**config.mk**
```make
export PLATFORM = sky130hd
export DESIGN_NAME = adirq_regs
export DESIGN_NICKNAME = d
export VERILOG_FILES = /design/src/include/adirq_pkg.sv /design/src/adirq_regs.sv /design/src/adirq_sync.sv
export SDC_FILE = /design/constraint.sdc
export NUM_CORES = 1
export LEC_CHECK = 0
export ABC_CLOCK_PERIOD_IN_PS = 8510
export BUFFER_PORTS_ARGS = -buffer_cell sky130_fd_sc_hd__clkbuf_2
export CORE_MARGIN = 3
export CORE_UTILIZATION = 50
export CTS_CLUSTER_SIZE = 20
export DETAILED_ROUTE_END_ITERATION = 10
export PLACE_DENSITY = 0.65
export SYNTH_ARGS = -nofsm -noshare
export SYNTH_HDL_FRONTEND = slang
export SYNTH_SLANG_ARGS = --single-unit
```
**constraint.sdc**
```tcl
create_clock -name clk -period 8.51 [get_ports clk]
set_clock_uncertainty 0.15 [all_clocks]
set_input_delay 1.702 -clock clk [delete_from_list [all_inputs] [get_ports clk]]
set_output_delay 1.702 -clock clk [all_outputs]
set_load 0.1 [all_outputs]
```
**src/include/adirq_pkg.sv**
```systemverilog
`default_nettype none

package adirq_pkg;

   ////////////////////////////////////////////////////////////////////////////////
   // Clock and measurement timing
   localparam int unsigned CLK_HZ      = 25_000_000;
   localparam int unsigned MS_PER_S    = 1000;
   localparam int unsigned TICK_CYC    = CLK_HZ / MS_PER_S;
   localparam int unsigned TICK_W      = 20;
   localparam logic [9:0]  DUR_BASE_MS = 10'h032;
   localparam logic [9:0]  DUR_STEP_MS = 10'h064;
   localparam logic [9:0]  DUR_MAX_MS  = 10'h3E8;

   ////////////////////////////////////////////////////////////////////////////////
   // Register offsets
   localparam logic [7:0] REG_CTRL  = 8'h02;
   localparam logic [7:0] REG_FLAGS = 8'h03;
   localparam logic [7:0] REG_MASK  = 8'h05;
   localparam logic [7:0] REG_CODE  = 8'h07;
   localparam logic [7:0] REG_TSEL  = 8'h08;
   localparam logic [7:0] REG_LIVE  = 8'h09;
   localparam logic [7:0] REG_CLASS = 8'h0A;
   localparam logic [7:0] REG_RAW   = 8'h0B;

   ////////////////////////////////////////////////////////////////////////////////
   // Reset values and field positions
   localparam logic [7:0] CTRL_RST   = 8'hD1;
   localparam logic [7:0] REG_ZERO   = 8'h00;
   localparam logic [7:0] EVT_USED   = 8'h7E;
   localparam logic [7:0] CTRL_SWRST = 8'h40;
   localparam int unsigned CTRL_DCD_BIT   = 7;
   localparam int unsigned CTRL_SWRST_BIT = 6;
   localparam int unsigned CTRL_IDDIS_BIT = 5;
   localparam int unsigned CTRL_GMASK_BIT = 0;
   localparam int unsigned EV_OC   = 6;
   localparam int unsigned EV_OV   = 5;
   localparam int unsigned EV_MIC  = 4;
   localparam int unsigned EV_CODE = 3;
   localparam int unsigned EV_VBUS = 2;
   localparam int unsigned EV_BC   = 1;

   ////////////////////////////////////////////////////////////////////////////////
   // Types
   typedef struct packed {
      logic       short_det;
      logic       oc;
      logic       ov;
      logic       mic;
      logic       not_float;
      logic       vbus;
      logic       bc_active;
      logic       dcd;
      logic       dock;
      logic       dcp;
      logic       cdp;
      logic       sdp;
      logic [4:0] code;
      logic [7:0] raw;
   } adirq_det_t;

   localparam int unsigned DET_W = $bits(adirq_det_t);

   typedef enum logic [2:0] {
      I2C_IDLE = 3'b000,
      I2C_RX   = 3'b001,
      I2C_ACK  = 3'b010,
      I2C_TX   = 3'b011,
      I2C_RACK = 3'b100
   } adirq_i2c_t;

   typedef enum logic [1:0] {
      PH_ADDR = 2'b00,
      PH_PTR  = 2'b01,
      PH_DATA = 2'b10
   } adirq_phase_t;

   typedef struct packed {
      adirq_det_t          prev;
      logic                scl_q;
      logic                sda_q;
      adirq_i2c_t          i2c;
      adirq_phase_t        ph;
      logic [3:0]          bits;
      logic [7:0]          shr;
      logic [7:0]          ptr;
      logic                rd;
      logic                ackd;
      logic                sda_oe;
      logic                sda_val;
      logic [7:0]          ctrl;
      logic [7:0]          flags;
      logic [7:0]          mask;
      logic [4:0]          code;
      logic [3:0]          tsel;
      logic [7:0]          raw;
      logic                run;
      logic [TICK_W-1:0]   tick;
      logic [9:0]          ms;
      logic                int_b;
   } adirq_state_t;

   ////////////////////////////////////////////////////////////////////////////////
   // Window length in ms for a timing code
   function automatic logic [9:0] adirq_dur_ms(input logic [3:0] c);
      if (c <= 4'h3) begin
         return DUR_BASE_MS * ({6'h00, c} + 10'h001);
      end else if (c <= 4'hB) begin
         return DUR_STEP_MS * ({6'h00, c} - 10'h001);
      end
      return DUR_MAX_MS;
   endfunction : adirq_dur_ms

endpackage : adirq_pkg

`default_nettype wire

```
**src/adirq_regs.sv**
```systemverilog
`default_nettype none

module adirq_regs #(
   parameter logic [6:0]  DEV_ADDR    = 7'h25,               // Arbitrary value
   parameter int unsigned TICK_CYCLES = adirq_pkg::TICK_CYC
) (
   input  wire logic                   clk,
   input  wire logic                   rst_b,
   input  wire adirq_pkg::adirq_det_t  det_in,
   input  wire logic                   scl_in,
   input  wire logic                   sda_in,
   output logic                        sda_out,
   output logic                        sda_oe,
   output logic                        int_b,
   output logic                        dcd_timeout_en,
   output logic                        measure_active
);

   ////////////////////////////////////////////////////////////////////////////////
   // Elaboration checks and constants

   if (TICK_CYCLES < 1 || TICK_CYCLES > (2 ** adirq_pkg::TICK_W)) begin : g_bad_tick
      $error("TICK_CYCLES out of range for the tick counter");
   end

   localparam logic [adirq_pkg::TICK_W-1:0] TICK_LAST =
      adirq_pkg::TICK_W'(TICK_CYCLES - 1);

   localparam adirq_pkg::adirq_state_t ST_RST = '{
      ctrl    : adirq_pkg::CTRL_RST,
      int_b   : 1'b1,
      i2c     : adirq_pkg::I2C_IDLE,
      ph      : adirq_pkg::PH_ADDR,
      default : '0
   };

   ////////////////////////////////////////////////////////////////////////////////
   // Declarations

   adirq_pkg::adirq_state_t cur;
   adirq_pkg::adirq_state_t next_cur;
   adirq_pkg::adirq_det_t   det;
   logic                    scl;
   logic                    sda;
   logic                    scl_rise;
   logic                    scl_fall;
   logic                    start;
   logic                    stop;
   logic                    load;
   logic                    swrst;
   logic                    hold;
   logic                    floated;
   logic                    dis;
   logic                    retime;
   logic [7:0]              evt;
   logic [7:0]              rclr;
   logic [7:0]              rdata;

   ////////////////////////////////////////////////////////////////////////////////
   // Pin and detector inputs are asynchronous: two flops before use.
   // Code and raw value are multi-bit; they are only sampled at the end of a
   // measurement window, long after the detector output has settled.

   adirq_sync #(
      .W (adirq_pkg::DET_W + 2)
   ) u_sync (
      .clk   (clk),
      .rst_b (rst_b),
      .d     ({det_in, scl_in, sda_in}),
      .q     ({det, scl, sda})
   );

   assign scl_rise = scl & ~cur.scl_q;
   assign scl_fall = ~scl & cur.scl_q;
   assign start    = scl & cur.scl_q & cur.sda_q & ~sda;
   assign stop     = scl & cur.scl_q & ~cur.sda_q & sda;
   assign load     = scl_fall & ((cur.i2c == adirq_pkg::I2C_ACK && cur.rd) ||
                                 (cur.i2c == adirq_pkg::I2C_RACK && cur.ackd));
   assign dis      = cur.ctrl[adirq_pkg::CTRL_IDDIS_BIT];
   assign hold     = dis & (cur.code != 5'h00);
   assign floated  = ~det.not_float;

   ////////////////////////////////////////////////////////////////////////////////
   // Register read decode

   function automatic logic [7:0] read_reg(
      input logic [7:0]              a,
      input adirq_pkg::adirq_state_t s,
      input adirq_pkg::adirq_det_t   d
   );
      unique case (a)
         adirq_pkg::REG_CTRL:  return s.ctrl;
         adirq_pkg::REG_FLAGS: return s.flags;
         adirq_pkg::REG_MASK:  return s.mask;
         adirq_pkg::REG_CODE:  return {3'h0, s.code};
         adirq_pkg::REG_TSEL:  return {4'h0, s.tsel};
         adirq_pkg::REG_LIVE:  return {d.short_det, d.oc, d.ov, d.mic,
                                      d.not_float, d.vbus, d.bc_active,
                                      d.dcd};
         adirq_pkg::REG_CLASS: return {2'h0, d.dock, 2'h0,
                                      d.dcp, d.cdp, d.sdp};
         adirq_pkg::REG_RAW:   return s.raw;
         default:              return adirq_pkg::REG_ZERO;
      endcase
   endfunction : read_reg

   assign rdata = read_reg(cur.ptr, cur, det);

   ////////////////////////////////////////////////////////////////////////////////
   // Next state

   always_comb begin
      next_cur       = cur;
      swrst          = 1'b0;
      evt            = adirq_pkg::REG_ZERO;
      rclr           = adirq_pkg::REG_ZERO;
      retime         = 1'b0;
      next_cur.scl_q = scl;
      next_cur.sda_q = sda;
      next_cur.prev  = det;

      // I2C slave: open-drain, so oe high pulls the line low
      unique case (cur.i2c)
         adirq_pkg::I2C_IDLE: begin
            next_cur.sda_oe = 1'b0;
         end
         adirq_pkg::I2C_RX: begin
            if (scl_rise) begin
               next_cur.shr  = {cur.shr[6:0], sda};
               next_cur.bits = cur.bits + 4'h1;
            end else if (scl_fall && cur.bits == 4'h8) begin
               next_cur.bits   = 4'h0;
               next_cur.i2c    = adirq_pkg::I2C_ACK;
               next_cur.sda_oe = 1'b1;
               unique case (cur.ph)
                  adirq_pkg::PH_ADDR: begin
                     if (cur.shr[7:1] == DEV_ADDR) begin
                        next_cur.rd = cur.shr[0];
                        next_cur.ph = cur.shr[0] ? adirq_pkg::PH_DATA : adirq_pkg::PH_PTR;
                     end else begin
                        next_cur.i2c    = adirq_pkg::I2C_IDLE;
                        next_cur.sda_oe = 1'b0;
                     end
                  end
                  adirq_pkg::PH_PTR: begin
                     next_cur.ptr = cur.shr;
                     next_cur.ph  = adirq_pkg::PH_DATA;
                  end
                  default: begin
                     next_cur.ptr = cur.ptr + 8'h01;
                     unique case (cur.ptr)
                        adirq_pkg::REG_CTRL: begin
                           // Reset bit always reads back one; writing zero pulses it
                           next_cur.ctrl = cur.shr | adirq_pkg::CTRL_SWRST;
                           swrst = ~cur.shr[adirq_pkg::CTRL_SWRST_BIT];
                        end
                        adirq_pkg::REG_MASK: begin
                           next_cur.mask = cur.shr & adirq_pkg::EVT_USED;
                        end
                        adirq_pkg::REG_TSEL: begin
                           next_cur.tsel = cur.shr[3:0];
                           retime        = 1'b1;
                        end
                        default: begin
                        end
                     endcase
                  end
               endcase
            end
         end
         adirq_pkg::I2C_ACK: begin
            if (scl_fall && !cur.rd) begin
               next_cur.sda_oe = 1'b0;
               next_cur.i2c    = adirq_pkg::I2C_RX;
            end
         end
         adirq_pkg::I2C_TX: begin
            if (scl_fall) begin
               if (cur.bits == 4'h7) begin
                  next_cur.sda_oe = 1'b0;
                  next_cur.i2c    = adirq_pkg::I2C_RACK;
               end else begin
                  next_cur.bits   = cur.bits + 4'h1;
                  next_cur.shr    = {cur.shr[6:0], 1'b0};
                  next_cur.sda_oe = ~cur.shr[6];
               end
            end
         end
         adirq_pkg::I2C_RACK: begin
            if (scl_rise) begin
               next_cur.ackd = ~sda;
            end else if (scl_fall && !cur.ackd) begin
               next_cur.i2c = adirq_pkg::I2C_IDLE;
            end
         end
         default: begin
            next_cur.i2c = adirq_pkg::I2C_IDLE;
         end
      endcase

      // Byte load for a read; the flag register clears what it hands out
      if (load) begin
         next_cur.shr    = rdata;
         next_cur.bits   = 4'h0;
         next_cur.sda_oe = ~rdata[7];
         next_cur.i2c    = adirq_pkg::I2C_TX;
         next_cur.ptr    = cur.ptr + 8'h01;
         if (cur.ptr == adirq_pkg::REG_FLAGS) begin
            rclr = rdata;
         end
      end

      if (start) begin
         next_cur.i2c    = adirq_pkg::I2C_RX;
         next_cur.ph     = adirq_pkg::PH_ADDR;
         next_cur.bits   = 4'h0;
         next_cur.sda_oe = 1'b0;
      end else if (stop) begin
         next_cur.i2c    = adirq_pkg::I2C_IDLE;
         next_cur.sda_oe = 1'b0;
      end

      // Resistor measurement window
      next_cur.run = ~hold;
      if (hold) begin
         // Stopped after a resistance; a floating pin, a software reset or clearing the disable bit restarts it
         next_cur.tick = '0;
         next_cur.ms   = 10'h000;
         if (floated) begin
            next_cur.code = 5'h00;
            next_cur.raw  = 8'h00;
            evt[adirq_pkg::EV_CODE] = 1'b1;
         end
      end else if (cur.tick == TICK_LAST) begin
         next_cur.tick = '0;
         if (cur.ms + 10'h001 >= adirq_pkg::adirq_dur_ms(cur.tsel)) begin
            next_cur.ms   = 10'h000;
            next_cur.code = det.code;
            next_cur.raw  = det.raw;
            if (det.code != cur.code && (!dis || det.code == 5'h00)) begin
               evt[adirq_pkg::EV_CODE] = 1'b1;
            end
         end else begin
            next_cur.ms = cur.ms + 10'h001;
         end
      end else begin
         next_cur.tick = cur.tick + 1'b1;
      end

      // New timing code restarts the window; a shorter code never sees a stale count
      if (retime) begin
         next_cur.tick = '0;
         next_cur.ms   = 10'h000;
      end

      // Level changes; charger completion is the fall of its busy level
      evt[adirq_pkg::EV_OC]   = det.oc ^ cur.prev.oc;
      evt[adirq_pkg::EV_OV]   = det.ov ^ cur.prev.ov;
      evt[adirq_pkg::EV_MIC]  = det.mic ^ cur.prev.mic;
      evt[adirq_pkg::EV_VBUS] = det.vbus ^ cur.prev.vbus;
      evt[adirq_pkg::EV_BC]   = cur.prev.bc_active & ~det.bc_active;

      // Set wins over the read clear
      next_cur.flags = ((cur.flags & ~rclr) | evt) & adirq_pkg::EVT_USED;

      if (swrst) begin
         next_cur.flags = adirq_pkg::REG_ZERO;
         next_cur.mask  = adirq_pkg::REG_ZERO;
         next_cur.code  = 5'h00;
         next_cur.tsel  = 4'h0;
         next_cur.raw   = 8'h00;
         next_cur.tick  = '0;
         next_cur.ms    = 10'h000;
      end

      next_cur.int_b = ~((|(next_cur.flags & ~next_cur.mask & adirq_pkg::EVT_USED)) &
                         ~next_cur.ctrl[adirq_pkg::CTRL_GMASK_BIT]);
   end

   always_ff @(posedge clk or negedge rst_b) begin
      if (!rst_b) begin
         cur <= ST_RST;
      end else begin
         cur <= next_cur;
      end
   end

   assign sda_out        = cur.sda_val;
   assign sda_oe         = cur.sda_oe;
   assign int_b          = cur.int_b;
   assign dcd_timeout_en = cur.ctrl[adirq_pkg::CTRL_DCD_BIT];
   assign measure_active = cur.run;
endmodule : adirq_regs

`default_nettype wire

```
**src/adirq_sync.sv**
```systemverilog
`default_nettype none

module adirq_sync #(
   parameter int unsigned W = 1
) (
   input  wire logic         clk,
   input  wire logic         rst_b,
   input  wire logic [W-1:0] d,
   output logic      [W-1:0] q
);

   typedef struct packed {
      logic [W-1:0] s1;
      logic [W-1:0] s2;
   } adirq_sync_t;

   adirq_sync_t cur;
   adirq_sync_t next_cur;

   if (W < 1) begin : g_bad_w
      $error("adirq_sync width must be at least one");
   end

   // First stage feeds only the second stage
   always_comb begin
      next_cur.s1 = d;
      next_cur.s2 = cur.s1;
   end

   always_ff @(posedge clk or negedge rst_b) begin
      if (!rst_b) begin
         cur <= '0;
      end else begin
         cur <= next_cur;
      end
   end

   assign q = cur.s2;

endmodule : adirq_sync

`default_nettype wire

```
==> impl_metrics.py <==
metrics = {
    "route": {
        "vias_per_cell": 5.77,
        "detail-route-antenna-nets": 0,
        "drc": 0,
        "drtIter0Drc": 537,
        "dr.pass1.iters": 5,
        "routedWlPerCell_um": 16.9,
        "vias": 6029,
        "routed_wl_um": 17700,
    },
    "setup_path": {
        "path_max_fanout": 26,
        "worstPathArrival_ns": 5.64,
        "critical_path_class": "reg -> reg",
        "endpoint_kind": "flop",
        "worst_path_largest_cell_delay_ns": 0.85,
        "path_cells": "nor3_1, xnor2_1, inv_1, ha_1, ha_1, fa_1, ha_1, a21oi_1, xnor2_1, xnor2_1, a21oi_1, o21ai_0, ha_1, a21oi_1, o21ai_0, a21oi_1, nand2_1, nor2_1, nand3b_1, a21oi_1",
        "cp_top_family": "adder cells",
        "required_ns": 8.70,
        "worstSetupStartpointType": "flop",
        "crit_buf_inv": 1,
        "cpMostUsedCell": "a21oi_1",
        "cpMaxStageDelayCell": "dfrtp_1",
    },
    "clocking": {
        "cts_max_path_buffers": 2,
        "cts_sinks": 158,
        "clock_latency_ns": 0.42,
        "numCtsBuffers": 17,
        "cts.clk_slew.worst_paths_ns": 0.07,
        "cts_tree": "done",
        "postCtsSetupBuffers": 0,
        "root_buffer": "clkbuf_16",
        "holdBufCountCts": 0,
        "htree_levels": 4,
        "cts_resized": 0,
    },
    "power": {
        "irDropWorstVdd_v": 0.000226,
        "p_per_area_mw_per_mm2": 183,
        "p_leak_nw": 4.08,
    },
    "layout": {
        "instances_no_fill": 1044,
        "area_growth_pct": 10.8,
        "filler_cell_count": 1344,
        "num-nets-final": 893,
        "antenna_cells": 0,
        "drive_gt1_frac": 0.114,
        "final_area_mm2": 0.00888,
        "final_common_cell": "dfrtp_1",
        "layout_common_cells": "dfrtp_1, nand2_1, nor2_1",
    },
    "outcome": {
        "status": "finished clean",
    },
    "timing": {
        "setup_viol": 0,
        "clock.fmax_mhz": 184,
        "worst_pin_slew_ns": 1.03,
        "finalHoldViolCount": 0,
        "setup_tns_ns": 0,
        "period_share": 0.640,
        "slew_viol_final": 0,
        "max_slew_margin": 0.310,
        "min_period_ns": 5.45,
        "rsz0062_at_grt": "false",
    },
    "placement": {
        "gp_congestion": 0.869,
        "io_buffers": 32,
        "dp_cells": 1012,
        "dpl.hpwl_um": 12200,
        "place_area_mm2": 0.00832,
    },
    "yosys": {
        "ys_seq_elements": 158,
        "yosysSeqAreaShare": 0.494,
        "syn_nets": 874,
        "synth.avg_cell_area_um2": 10.0,
        "ys_warn_count": 0,
        "synth_cell_type_count": 66,
        "synth_cells": 801,
        "ys_async_sr_fraction": 1.00,
        "synth_edf_count": 0,
        "yosys_most_used_dff": "dfrtp_1",
        "synth_area_mm2": 0.00802,
    },
    "die": {
        "die_x_um": 133,
        "io_pins": 34,
        "dieHeight_um": 133,
        "core_area_mm2": 0.0154,
        "die-area_mm2": 0.0176,
        "rows": 45,
        "initial_core_util": 0.520,
    },
    "hold_path": {
        "hold_class": "reg -> reg",
    },
    "run": {
        "cap_viol_max_count": 0,
    },
    "grt": {
        "grt_max_degree": 89,
        "antenna_found_initial": 0,
        "grt_pass1_wl_um": 29900,
        "grt_usage": 0.208,
        "grt-ovfl-total": 0,
        "first_global_vias": 5986,
    },
}
[power by group]
part | total, mW | switching (mW) | internal, mW | leakage, nW
Sequential | 0.836 | 0.0504 | 0.786 | 1.99
Clock | 0.725 | 0.331 | 0.394 | 0.276
Combinational | 0.0678 | 0.0386 | 0.0292 | 1.81
Total | 1.63 | 0.420 | 1.21 | 4.08
[cells by family (layout without fill, tap and decap cells)]
group	Yosys count	after routing	synth area share
AOI/OAI and AO/OA	186	186	0.145
xor gates and xnor gates	54	54	0.0590
adders and majority gates	44	44	0.0705
muxes	20	20	0.0270
buffers and inverters	58	90	0.0307
DFF	158	158	0.494
and+or+nand+nor	280	280	0.174
other	1	1	0.000468
[per-layer routing]
layer	wire length [um]	global-route usage
met1	7990	0.285
met2	8610	0.339
met3	832	0.0407
met4	216	0.0612
met5	0	0
[metrics by stage]
stage	util	hold WS (ns)	setup slack, ns	power (mW)
after CTS	0.576	0.198	3.07	1.65
after global placement	0.539	0.183	3.24	0.915
after detailed placement	0.539	0.185	3.09	0.919
final	0.576	0.196	3.06	1.63
after floorplan	-	0.181	3.55	0.868
after global routing	0.576	0.202	2.59	1.70
[layout make-up]
| type | instances | area [um2] | share of cell area |
|---|---|---|---|
| Sequential cell | 158 | 3960 | 0.446 |
| Multi-Input combinational cell | 585 | 3810 | 0.429 |
| Clock buffer | 19 | 443 | 0.0499 |
| Tap cell | 211 | 264 | 0.0297 |
| Timing Repair Buffer | 37 | 204 | 0.0230 |
| Clock inverter | 13 | 120 | 0.0135 |
| Inverter | 21 | 78.8 | 0.00887 |
[path summary, 6_finish.rpt]
| path | cells past startpoint | from | endpoint | slack, ns |
|---|---|---|---|---|
| setup / recovery | 20 | cur[42]$_DFFE_PN0P_ | cur[3]$_DFFE_PN0P_ | 3.06 |
| hold / removal | 0 | u_sync.cur[47]$_DFF_PN0_ | u_sync.q[20]$_DFF_PN0_ | 0.20 |
| max in group asynchronous | 2 | rst_b | u_sync.q[14]$_DFF_PN0_ | 5.56 |
| setup reg to reg | 20 | cur[42]$_DFFE_PN0P_ | cur[3]$_DFFE_PN0P_ | 3.06 |
| hold reg to reg | 0 | u_sync.cur[47]$_DFF_PN0_ | u_sync.q[20]$_DFF_PN0_ | 0.20 |
| min in group asynchronous | 1 | rst_b | cur[94]$_DFFE_PN0P_ | 1.13 |
[state kept, by name (all words and copies together), names as in the netlist]
name / cells
cur: 100
dcd_timeout_en: 1
int_b: 1
measure_active: 1
sda_oe: 1
u_sync.cur: 27
u_sync.q: 27
[synth_stat cells (5+ instances only)]
| cell type | n | area (um2) |
|---|---|---|
| a211oi_1 | 6 | 45.0 |
| a21o_1 | 5 | 37.5 |
| a21oi_1 | 52 | 260 |
| a22oi_1 | 9 | 67.6 |
| and3_1 | 15 | 93.8 |
| buf_2 | 8 | 40.0 |
| clkbuf_1 | 24 | 90.1 |
| dfrtp_1 | 154 | 3850 |
| ha_1 | 42 | 526 |
| inv_1 | 21 | 78.8 |
| mux2_2 | 13 | 146 |
| mux2i_1 | 7 | 70.1 |
| nand2_1 | 87 | 327 |
| nand2b_1 | 12 | 75.1 |
| nand3_1 | 21 | 105 |
| nand3b_1 | 8 | 60.1 |
| nor2_1 | 73 | 274 |
| nor2b_1 | 11 | 68.8 |
| nor3_1 | 16 | 80.1 |
| o21a_1 | 10 | 75.1 |
| o21ai_0 | 43 | 215 |
| o21ai_1 | 18 | 90.1 |
| o22ai_1 | 8 | 50.1 |
| o31ai_1 | 7 | 52.6 |
| or4_1 | 5 | 37.5 |
| xnor2_1 | 24 | 210 |
| xor2_1 | 30 | 263 |
Power figures use the tool's default switching activity.
